==> src/rtl/dsr_pkg.sv <==
// Function
// enable bit gates activation; hardware commands still allowed when clear
// enable sets after special single-chip reset; withheld until erase-verify when secured
// host sees enable as one in special mode unless secured and not erased
// active flag set by hardware on entry, cleared only by firmware exit
// active flag maps the standard firmware table
// firmware exit store clears active flag and unmaps debug memory
// shift-data-valid sets after read data sent or write data received
// shift-data-valid clears on next command or debug exit
// single-step flag sets on step command, holds until resume
// security-off writable only in special mode by secure firmware when secured
// security-off zero on secure entry maps secure table over standard
// erased flash sets security-off and unmaps secure table; failure keeps zero
// host reads security-off one only when secured and erased in special mode; code also reads one after a firmware write of one that R10 allows
// security-off lifts security until next reset
// register accessible only via debug operations while not secured
// host sets enable by hardware command only when firmware commands needed
// other parties leave valid, step and security-off bits to hardware and firmware
// host enables debug by byte-write of the status register
// enter-debug command ignored while enable clear, processor not delayed
// bits 5, 2, 0 read zero; reset zero except active flag in special mode
package dsr_pkg;
    localparam logic [17:0] DEBUG_STATUS_ADDR = 18'h3ff01;
    localparam int EN_POS = 7;
    localparam int ACT_POS = 6;
    localparam int SDV_POS = 4;
    localparam int STEP_POS = 3;
    localparam int SOFF_POS = 1;
    localparam logic [7:0] IMPL_MASK = 8'hda;
    localparam logic [7:0] RESET_NORMAL = 8'h00;
    localparam logic [7:0] RESET_SPECIAL = 8'h40;
    localparam logic [7:0] FAMILY_ID = 8'h5a; // arbitrary value
    typedef enum logic [2:0] {
        SEC_IDLE = 3'b001,
        SEC_VERIFY = 3'b010,
        SEC_DONE = 3'b100
    } dsr_sec_type;
endpackage

==> src/rtl/dsr_sec_seq.sv <==
`timescale 1ns/1ns
// tracks the erase-verify phase after a special-mode reset
module dsr_sec_seq (
    input wire logic CLK_SYS,
    input wire logic ARST_N,
    input wire logic special_mode,
    input wire logic secured,
    input wire logic verify_done,
    input wire logic verify_erased,
    output logic set_enable,
    output logic set_soff,
    output logic secure_table_on
);
    import dsr_pkg::*;
    dsr_sec_type state_q;
    logic started_q;

    always_ff @(posedge CLK_SYS or negedge ARST_N) begin
        if (!ARST_N) begin
            started_q <= 1'b0;
        end else begin
            started_q <= 1'b1;
        end
    end

    always_ff @(posedge CLK_SYS or negedge ARST_N) begin
        if (!ARST_N) begin
            state_q <= SEC_IDLE;
        end else begin
            case (state_q)
                SEC_IDLE: begin
                    if (!started_q && special_mode && secured) begin
                        state_q <= SEC_VERIFY;
                    end else if (!started_q) begin
                        state_q <= SEC_DONE;
                    end
                end
                SEC_VERIFY: begin
                    if (verify_done) begin
                        state_q <= SEC_DONE;
                    end
                end
                SEC_DONE: state_q <= SEC_DONE;
                default: state_q <= SEC_IDLE;
            endcase
        end
    end

    // one pulse: end of the check, or straight after a special-mode release when unsecured
    assign set_enable = special_mode && ((state_q == SEC_IDLE && !started_q && !secured)
        || (state_q == SEC_VERIFY && verify_done));
    assign set_soff = state_q == SEC_VERIFY && verify_done && verify_erased;
    assign secure_table_on = state_q != SEC_DONE;
endmodule

==> src/rtl/dsr_top.sv <==
`timescale 1ns/1ns
module dsr_top (
    input wire logic CLK_SYS,
    input wire logic ARST_N,
    input wire logic SPECIAL_MODE,
    input wire logic SECURED,
    input wire logic VERIFY_DONE,
    input wire logic VERIFY_ERASED,
    input wire logic REG_WR,
    input wire logic REG_RD,
    input wire logic REG_FW,
    input wire logic REG_SECFW,
    input wire logic [17:0] REG_ADDR,
    input wire logic [7:0] REG_WDATA,
    output logic [7:0] REG_RDATA,
    output logic REG_HIT,
    input wire logic ENTER_REQ,
    input wire logic FW_EXIT_STORE,
    input wire logic DATA_SENT,
    input wire logic DATA_RECEIVED,
    input wire logic CMD_RECEIVED,
    input wire logic STEP_CMD,
    input wire logic RESUME_CMD,
    output logic ENTER_ACCEPT,
    output logic STD_TABLE_MAPPED,
    output logic SEC_TABLE_MAPPED,
    output logic SECURITY_LIFTED,
    output logic DEBUG_ENABLED
);
    import dsr_pkg::*;
    logic en_q, act_q, sdv_q, step_q, soff_q;
    logic set_en, set_soff, sec_on, init_q;
    logic hit, wr_ok, soff_wr_ok;

    dsr_sec_seq u_seq (
        .CLK_SYS(CLK_SYS),
        .ARST_N(ARST_N),
        .special_mode(SPECIAL_MODE),
        .secured(SECURED),
        .verify_done(VERIFY_DONE),
        .verify_erased(VERIFY_ERASED),
        .set_enable(set_en),
        .set_soff(set_soff),
        .secure_table_on(sec_on)
    );

    assign hit = REG_ADDR == DEBUG_STATUS_ADDR;
    // secured part: register reads and writes need security-off set, except a secure firmware write of security-off in special mode
    assign wr_ok = REG_WR && hit && (!SECURED || soff_q);
    assign soff_wr_ok = REG_WR && hit && (!SECURED || (SPECIAL_MODE && REG_SECFW));
    assign REG_HIT = hit && (REG_RD || REG_WR);

    // reset mode is a strap level, caught on the first edge after release
    always_ff @(posedge CLK_SYS or negedge ARST_N) begin
        if (!ARST_N) begin
            init_q <= 1'b0;
        end else begin
            init_q <= 1'b1;
        end
    end

    always_ff @(posedge CLK_SYS or negedge ARST_N) begin
        if (!ARST_N) begin
            en_q <= RESET_NORMAL[EN_POS];
        end else if (set_en) begin
            en_q <= 1'b1; // see R2
        end else if (wr_ok) begin
            en_q <= REG_WDATA[EN_POS];
        end
    end

    // entry wins over a firmware store in the same cycle
    always_ff @(posedge CLK_SYS or negedge ARST_N) begin
        if (!ARST_N) begin
            act_q <= RESET_NORMAL[ACT_POS];
        end else if (!init_q) begin
            act_q <= SPECIAL_MODE ? RESET_SPECIAL[ACT_POS] : RESET_NORMAL[ACT_POS];
        end else if (ENTER_ACCEPT) begin
            act_q <= 1'b1;
        end else if (FW_EXIT_STORE) begin
            act_q <= 1'b0; // see R4
        end
    end

    always_ff @(posedge CLK_SYS or negedge ARST_N) begin
        if (!ARST_N) begin
            sdv_q <= 1'b0;
        end else if (DATA_SENT || DATA_RECEIVED) begin
            sdv_q <= 1'b1;
        end else if (CMD_RECEIVED || FW_EXIT_STORE) begin
            sdv_q <= 1'b0;
        end else if (wr_ok && REG_FW) begin
            sdv_q <= REG_WDATA[SDV_POS];
        end
    end

    always_ff @(posedge CLK_SYS or negedge ARST_N) begin
        if (!ARST_N) begin
            step_q <= 1'b0;
        end else if (STEP_CMD) begin
            step_q <= 1'b1;
        end else if (RESUME_CMD) begin
            step_q <= 1'b0;
        end else if (wr_ok && REG_FW) begin
            step_q <= REG_WDATA[STEP_POS];
        end
    end

    always_ff @(posedge CLK_SYS or negedge ARST_N) begin
        if (!ARST_N) begin
            soff_q <= 1'b0;
        end else if (set_soff) begin
            soff_q <= 1'b1;
        end else if (soff_wr_ok && (REG_FW || REG_SECFW)) begin
            soff_q <= REG_WDATA[SOFF_POS];
        end
    end

    always_ff @(posedge CLK_SYS or negedge ARST_N) begin
        if (!ARST_N) begin
            REG_RDATA <= 8'h00;
        end else if (REG_RD && hit && (!SECURED || soff_q)) begin
            REG_RDATA <= {en_q, act_q, 1'b0, sdv_q, step_q, 1'b0, soff_q, 1'b0}
                & IMPL_MASK; // see R13 see R15
        end else if (REG_RD) begin
            REG_RDATA <= 8'h00;
        end
    end

    assign ENTER_ACCEPT = ENTER_REQ && en_q && !act_q; // see R1
    assign STD_TABLE_MAPPED = act_q && !(sec_on && SPECIAL_MODE && SECURED);
    // a failed erase check leaves security-off low, so the secure table stays in
    assign SEC_TABLE_MAPPED = SPECIAL_MODE && SECURED && !soff_q; // see R11
    assign SECURITY_LIFTED = soff_q;
    assign DEBUG_ENABLED = en_q;

    a_enter_gated: assert property (@(posedge CLK_SYS) disable iff (!ARST_N)
        ENTER_REQ && !en_q |-> !ENTER_ACCEPT) else $error("entry while disabled");
    a_act_set: assert property (@(posedge CLK_SYS) disable iff (!ARST_N)
        init_q && ENTER_ACCEPT |=> act_q) else $error("active not set");
    a_act_clear: assert property (@(posedge CLK_SYS) disable iff (!ARST_N)
        init_q && act_q && !FW_EXIT_STORE |=> act_q) else $error("active lost");
    a_sdv_set: assert property (@(posedge CLK_SYS) disable iff (!ARST_N)
        DATA_SENT || DATA_RECEIVED |=> sdv_q) else $error("valid not set");
    a_sdv_clear: assert property (@(posedge CLK_SYS) disable iff (!ARST_N)
        CMD_RECEIVED && !DATA_SENT && !DATA_RECEIVED |=> !sdv_q)
        else $error("valid not cleared");
    a_step_hold: assert property (@(posedge CLK_SYS) disable iff (!ARST_N)
        step_q && !RESUME_CMD && !wr_ok |=> step_q) else $error("step dropped");
    a_soff_erased: assert property (@(posedge CLK_SYS) disable iff (!ARST_N)
        set_soff |=> soff_q && !SEC_TABLE_MAPPED) else $error("unsecure failed");
    a_soff_locked: assert property (@(posedge CLK_SYS) disable iff (!ARST_N)
        SECURED && !SPECIAL_MODE && !set_soff |=> soff_q == $past(soff_q))
        else $error("soff changed");
    a_read_zero: assert property (@(posedge CLK_SYS) disable iff (!ARST_N)
        REG_RDATA[5] == 1'b0 && REG_RDATA[2] == 1'b0 && REG_RDATA[0] == 1'b0)
        else $error("reserved bit set");
endmodule

==> config.mk <==
export PLATFORM = sky130hd
export DESIGN_NAME = dsr_top
export DESIGN_NICKNAME = d
export VERILOG_FILES = /design/src/rtl/dsr_pkg.sv /design/src/rtl/dsr_sec_seq.sv /design/src/rtl/dsr_top.sv
export SDC_FILE = /design/constraint.sdc
export NUM_CORES = 1
export LEC_CHECK = 0
export BUFFER_PORTS_ARGS = -buffer_cell sky130_fd_sc_hd__buf_2
export CORE_MARGIN = 3
export CORE_UTILIZATION = 41
export CTS_CLUSTER_SIZE = 40
export DETAILED_ROUTE_END_ITERATION = 12
export GPL_TIMING_DRIVEN = 1
export HOLD_SLACK_MARGIN = 0.05
export PLACE_DENSITY = 0.78
export SKIP_CTS_REPAIR_TIMING = 1
export SYNTH_ARGS = -nofsm -noshare
export SYNTH_HDL_FRONTEND = slang
export SYNTH_HIERARCHICAL = 1
export SYNTH_SLANG_ARGS = --single-unit
==> constraint.sdc <==
create_clock -name CLK_SYS -period 2.3 [get_ports CLK_SYS]
set_input_delay 0.46 -clock CLK_SYS [delete_from_list [all_inputs] [get_ports CLK_SYS]]
set_output_delay 0.46 -clock CLK_SYS [all_outputs]
set_load 0.1 [all_outputs]
==> impl_metrics.csv, run 1 <==
group,metric,value,unit
outcome,status,"complete, no violations",
die,rows,16,
power,power_frac_comb,32.8,%
finish,drive_above_1_share,46.98,%
power,peakVddDrop,496.6,uV
grt,grt_use_total,17.26,%
worst_setup_path,cp.buffers_inverters,2,
finish,nFillCells,187,
clocking,cts_tree,"yes",
grt,grt_overflow,0,
placed_design,io_buffers,49,
sta,rsz0062_at_grt,"no",
finish,most-common-layout-cells,"48 x buf_2, 14 x dfrtp_1, 7 x inv_1",
synthesis,synth-simple-area-share,29.00,%
route,drtIter0Drc,13,
run,max_cap_viol_count,0,
placed_design,pre_cts_slack,0.01078,ns
power,leakagePower,0.5937,nW
worst_setup_path,regToRegSetupSlack,0.75,ns
worst_setup_path,r2r_start,"SECURITY_LIFTED",
synthesis,postSynthCellCount,95,
finish,synthToLayoutAreaGrowth,38.61,%
worst_setup_path,critPathTopFamily,"simple AND/OR/NAND/NOR gates",
clocking,cts_buffers,3,
worst_setup_path,slowest_delay,0.52,ns
worst_setup_path,cp-endpoint,"REG_HIT",
route,wl,2287,microns
route,vias,934,
synthesis,ys_seq_area_share,42.57,%
worst_setup_path,crit_fanout,2,
clocking,path_clk_slew,0.09,ns
sta,fin_crit_sh,97.55,%
finish,fin_nets,193,
worst_setup_path,startpoint,"REG_ADDR[3]",
min_path,hold_class,"primary input to async pin",
clocking,cts_buffer_depth,2,
worst_setup_path,slowest_stage,"or4_4",
placed_design,dp.cells,172,
placed_design,routabilityCongestion,0.7494,
grt,antenna_found_initial,0,
sta,fmax,0.4457,GHz
sta,post-route-min-period,2.244,ns
worst_setup_path,path_class,"primary input to output pin",
sta,hold_ws,0.06374,ns
power,sequentialPowerShare,46.4,%
finish,instances_no_fill,176,
clocking,cts.sinks,15,
power,power_density,585.2,nW/um^2
clocking,cts-htree-levels,1,
worst_setup_path,path_depth,6,
worst_setup_path,path_cells,"buf_2 -> or4_4 -> or2_4 -> nor2_4 -> o21a_2 -> buf_12",
grt,grt_max_degree,16,
sta,report.final.slew_viol_count,0,
die,core,2002,sq um
die,die_h,52.45,microns
die,pin_count,57,
die,start_util,44.19,%
synthesis,synth_compound_area_share,21.22,%
grt,grt_pass1_wl,3532,microns
clocking,clock_latency,0.28,ns
finish,layout_commonest_cell,"buf_2",
worst_setup_path,required,1.84,ns
worst_setup_path,reg2reg_to,"step_q",
synthesis,synth_fa_ha_area_share,0,%
route,dr.pass1.iters,4,
synthesis,synth_xor_area_share,0,%
finish,n_antenna_cell,0,
worst_setup_path,startpoint_type,"primary input",
placed_design,dpl-instance-area,1192,sq um
sta,skew,0.0006661,ns
die,fp.dieW,52.45,microns
worst_setup_path,arrival,1.78,ns
sta,tns,0,ns
synthesis,syn_area_per_cell,9.312,sq um
synthesis,synth_top_family_by_area,"simple AND/OR/NAND/NOR gates",
synthesis,synth-seq-cells,15,
power,internal_power,0.4440,mW
sta,setup_violations,0,
power,pwr-share-clk,20.8,%
route,drc_errors,0,
sta,setup_slack,0.05638,ns
route,wire_per_inst,12.99,microns
worst_setup_path,endpoint_kind,"output pin",
finish,design_area,1226,sq um
synthesis,muxShareOfSynthArea,0,%
sta,hold_viol,0,
power,swShare,38.12,%
synthesis,ys_types,39,
power,switchingPower,0.2735,mW
grt,grt_pass1_vias,824,
route,final_antenna_net_count,0,
worst_setup_path,reg2reg_depth,4,
die,die_area,2751,sq um
clocking,cts_root_buf,"clkbuf_4",
placed_design,hpwl,1911,microns
route,viasPerCell,5.307,
synthesis,syn_area,884.6,sq um
synthesis,synth_warnings,6,
[Yosys cell counts]
| master | number | area (sq um) |
|---|---|---|
| nand2_1 | 5 | 18.77 |
| a311o_1 | 2 | 20.02 |
| dfstp_2 | 1 | 26.28 |
| and2_1 | 1 | 6.260 |
| nor3b_1 | 2 | 15.01 |
| o211ai_1 | 1 | 7.510 |
| o21a_1 | 1 | 7.510 |
| nor3_1 | 1 | 5.000 |
| nand3b_1 | 2 | 15.01 |
| a21boi_0 | 1 | 7.510 |
| and3b_1 | 1 | 8.760 |
| nand2b_1 | 3 | 18.77 |
| or4_4 | 2 | 22.52 |
| a21oi_1 | 3 | 15.01 |
| o41a_1 | 1 | 11.26 |
| nand4_1 | 3 | 18.77 |
| conb_1 | 3 | 11.26 |
| and2b_2 | 1 | 8.760 |
| clkbuf_1 | 1 | 3.750 |
| a31oi_1 | 2 | 12.51 |
| o22ai_1 | 1 | 6.260 |
| nor2b_1 | 6 | 37.54 |
| buf_4 | 3 | 22.52 |
| o311ai_1 | 2 | 17.52 |
| nor4_1 | 1 | 6.260 |
| dfrtp_1 | 14 | 350.3 |
| and3_1 | 1 | 6.260 |
| or2b_2 | 1 | 8.760 |
| o41ai_1 | 2 | 17.52 |
| o21ai_0 | 3 | 15.01 |
| nand3_1 | 1 | 5.000 |
| nand4b_1 | 1 | 8.760 |
| nor2_1 | 6 | 22.52 |
| inv_1 | 7 | 26.28 |
| o21bai_1 | 1 | 7.510 |
| or2_4 | 1 | 8.760 |
| or4_1 | 2 | 15.01 |
| o31ai_1 | 1 | 7.510 |
| a31o_2 | 4 | 35.03 |
[worst reg2reg max path, cell delays in order (launching register included)]
cell and delay, ns:
dfrtp_1 0.40, nor2b_1 0.10, or4_1 0.60, o21ai_0 0.20
o311ai_1 0.12
[power groups by stage]
stage	Clock (mW)	Combinational, mW	Sequential [mW]
after global routing	0.164	0.250	0.340
final	0.150	0.235	0.333
after floorplan	0	0.147	0.352
after CTS	0.152	0.235	0.332
after global placement	0	0.227	0.333
after detailed placement	0	0.236	0.336
[how the worst min path moves through the flow]
| stage | from | end | slack [ns] | depth (start not counted) |
|---|---|---|---|---|
| final | ARST_N | REG_RDATA[6] | 0.06 | 1 |
| after global placement | ARST_N | act_q | 0.38 | 1 |
| after floorplan | ARST_N | DEBUG_ENABLED | 0.16 | 0 |
| after global routing | ARST_N | REG_RDATA[6] | 0.07 | 1 |
| after CTS | ARST_N | REG_RDATA[6] | 0.07 | 1 |
| after detailed placement | ARST_N | REG_RDATA[6] | 0.37 | 1 |
[cell families (layout without fill, tap and decap cells)]
| family | after synthesis | after routing |
|---|---|---|
| flip-flops | 15 | 15 |
| AO/OA/AOI/OAI | 25 | 25 |
| other | 3 | 5 |
| AND/OR/NAND/NOR | 41 | 41 |
| buffers and inverters | 11 | 63 |
[metrics by stage]
stage          power [mW]  util (%)
6_report           0.7175     61.25
5_1_grt            0.7551     61.25
4_1_cts            0.7193     60.88
3_5_place_dp       0.5720     59.56
3_3_place_gp       0.5600     59.56
2_1_floorplan      0.4994         -
[sequential cells by signal, indices dropped and copies added (netlist names)]
register / flops
u_seq/state_q: 3
REG_RDATA: 5
DEBUG_ENABLED: 1
sdv_q: 1
init_q: 1
SECURITY_LIFTED: 1
step_q: 1
act_q: 1
u_seq/started_q: 1
[metal layers]
layer	track usage (%)	up-vias	routed length [microns]	part of all wire, %
li1	-	454	-	-
met1	20.64	450	924	40
met2	30.17	26	1205	53
met3	3.419	4	112	4.9
met4	6.383	0	44	1.9
met5	0	-	0	0
[layout make-up]
type                            count  area [sq um]  area share, %
Tap cell                           27         33.78          2.755
Inverter                            7         26.28          2.143
Clock buffer                        4         26.28          2.143
Multi-Input combinational cell     71         480.5          39.18
Sequential cell                    15         376.6          30.71
Timing Repair Buffer               52         282.8          23.06
No activity file was read; power rests on OpenSTA's default activity.
==> run 2: changes to the inputs <==
==> constraint.sdc (replaced) <==
create_clock -name CLK_SYS -period 2.15 [get_ports CLK_SYS]
set_input_delay 0.43 -clock CLK_SYS [delete_from_list [all_inputs] [get_ports CLK_SYS]]
set_output_delay 0.43 -clock CLK_SYS [all_outputs]
set_load 0.1 [all_outputs]
==> run 2 against run 1 <==
Clock power is 9% higher. Power is 7.9% higher. The flow now finishes with violations (negative setup slack). Non-clock buffer count is 4 higher. Core utilization is 3.2 points higher. Die area stayed put. Critical endpoint unchanged. Clock skew is 0.0016 ns higher. Sequential share of layout area is 1.5 points lower. Sequential cell count stayed put. Largest cell class unchanged. Hold slack better by 0.28 ns. Global-route usage is 0.51 points higher. Critical path type unchanged. Via count is 2.0% higher. Final cell count is 2.3% higher.
==> impl_metrics.csv, run 2 (same netlist as run 1, synthesis figures left out) <==
group,metric,value,unit
worst_setup_path,endpoint_kind,"output pin",
worst_setup_path,critPathTopFamily,"simple AND/OR/NAND/NOR gates",
die,pin_count,57,
finish,synthToLayoutAreaGrowth,45.83,%
power,peakVddDrop,472.2,uV
sta,fin_crit_sh,101.2,%
route,viasPerCell,5.294,
grt,antenna_found_initial,0,
worst_setup_path,cp.buffers_inverters,2,
grt,grt_overflow,0,
clocking,path_clk_slew,0.09,ns
clocking,clock_latency,0.28,ns
worst_setup_path,arrival,1.75,ns
route,wire_per_inst,12.86,microns
clocking,cts_root_buf,"clkbuf_4",
worst_setup_path,startpoint_type,"primary input",
sta,report.final.slew_viol_count,0,
worst_setup_path,r2r_start,"SECURITY_LIFTED",
worst_setup_path,slowest_delay,0.53,ns
finish,top_register,"REG_RDATA",
route,drtIter0Drc,18,
outcome,violations,"negative setup slack",
sta,hold_ws,0.3410,ns
min_path,min_from,"STEP_CMD",
route,vias,953,
clocking,cts-htree-levels,1,
placed_design,io_buffers,49,
die,core,2002,sq um
run,max_cap_viol_count,0,
worst_setup_path,crit_fanout,2,
clocking,cts_buffers,3,
finish,most-common-layout-cells,"45 x buf_2, 14 x dfrtp_1, 7 x inv_1",
min_path,min_path_cells,3,
sta,setup_slack,-0.02534,ns
min_path,hold_end,"step_q",
power,leakagePower,0.6193,nW
finish,drive_above_1_share,48.37,%
die,die_area,2751,sq um
finish,layout_commonest_cell,"buf_2",
min_path,hold_class,"primary input to register",
die,rows,16,
grt,grt_pass1_wl,3629,microns
finish,largest_reg_flops,5,
finish,fin_util,64.44,%
sta,post-route-min-period,2.175,ns
worst_setup_path,path_cells,"buf_6 -> or4_4 -> or2_4 -> nor2_4 -> o21a_4 -> buf_12",
grt,grt_use_total,17.77,%
worst_setup_path,regToRegSetupSlack,0.63,ns
worst_setup_path,path_depth,6,
grt,grt_max_degree,16,
sta,hold_viol,0,
outcome,status,"finished, violations left",
placed_design,hpwl,1849,microns
grt,grt_pass1_vias,872,
worst_setup_path,slowest_stage,"or4_4",
placed_design,routabilityCongestion,0.8032,
sta,setup_violations,1,
worst_setup_path,required,1.72,ns
die,die_h,52.45,microns
finish,fin_nets,197,
power,power_density,600.2,nW/um^2
worst_setup_path,reg2reg_depth,4,
die,start_util,44.19,%
clocking,cts_tree,"yes",
finish,reg_top3,"REG_RDATA x5, u_seq/state_q x3",
die,fp.dieW,52.45,microns
route,wl,2315,microns
sta,rsz0062_at_grt,"yes",
route,final_antenna_net_count,0,
sta,skew,0.002247,ns
sta,fmax,0.4597,GHz
route,dr.pass1.iters,4,
finish,n_antenna_cell,0,
clocking,cts_buffer_depth,2,
route,drc_errors,0,
worst_setup_path,reg2reg_to,"sdv_q",
clocking,cts.sinks,15,
worst_setup_path,path_class,"primary input to output pin",
==> run 2: cell count changes in the layout (fill, tap and decap cells not counted), sizes merged <==
| cell | before | now |
|---|---|---|
| clkinv | 0 | 1 |
| buf | 52 | 54 |
| dlygate4sd3 | 0 | 1 |
==> run 2: power breakdown <==
part | total (mW) | internal (mW) | switching, mW
sequential | 0.356 | 0.318 | 0.0376
combinational | 0.255 | 0.0902 | 0.165
clock | 0.163 | 0.0690 | 0.0942
==> run 2: worst register-to-register path: cells and delay by family, from the launching register on <==
family          cells  cell delay, ns
compound gates      2            0.32
simple gates        2            0.69
flops               1            0.40
==> run 2: layout make-up <==
type	instances	area (sq um)
clock buffers	3	22.52
clock inverters	1	5.005
fillers	174	711.9
inverters	7	26.28
multi-input cells	71	486.7
flip-flops and latches	15	376.6
well taps	27	33.78
repair buffers	56	339.1
==> run 2: per-stage QoR <==
stage	cells	worst slack [ns]	setup TNS, ns	total power, mW	instance area [sq um]
after CTS	178	-0.1033	-0.1033	0.7722	1256
after global placement	174	-0.08765	-0.1008	0.6008	1229
final	180	-0.02534	-0.02534	0.7743	1290
after floorplan	97	0.03099	0	0.5344	908.4
after detailed placement	174	-0.1003	-0.1461	0.6082	1229
after global routing	180	-0.05439	-0.05439	0.8184	1290
==> run 2: layer usage <==
metal / vias up / routed length (microns) / global-route usage [%]
li1: 460 / - / -
met1: 453 / 954 / 19.47
met2: 36 / 1183 / 31.20
met3: 4 / 137 / 4.274
met4: 0 / 41 / 9.362
met5: - / 0 / 0
==> run 2: worst max path at each step <==
| stage | startpoint | end | slack (ns) |
|---|---|---|---|
| after CTS | REG_ADDR[3] | REG_HIT | -0.10 |
| after detailed placement | REG_ADDR[3] | REG_HIT | -0.10 |
| after global placement | REG_ADDR[3] | REG_HIT | -0.09 |
| final | REG_ADDR[4] | REG_HIT | -0.03 |
| after global routing | REG_ADDR[4] | REG_HIT | -0.05 |
| after floorplan | REG_ADDR[3] | REG_HIT | 0.03 |
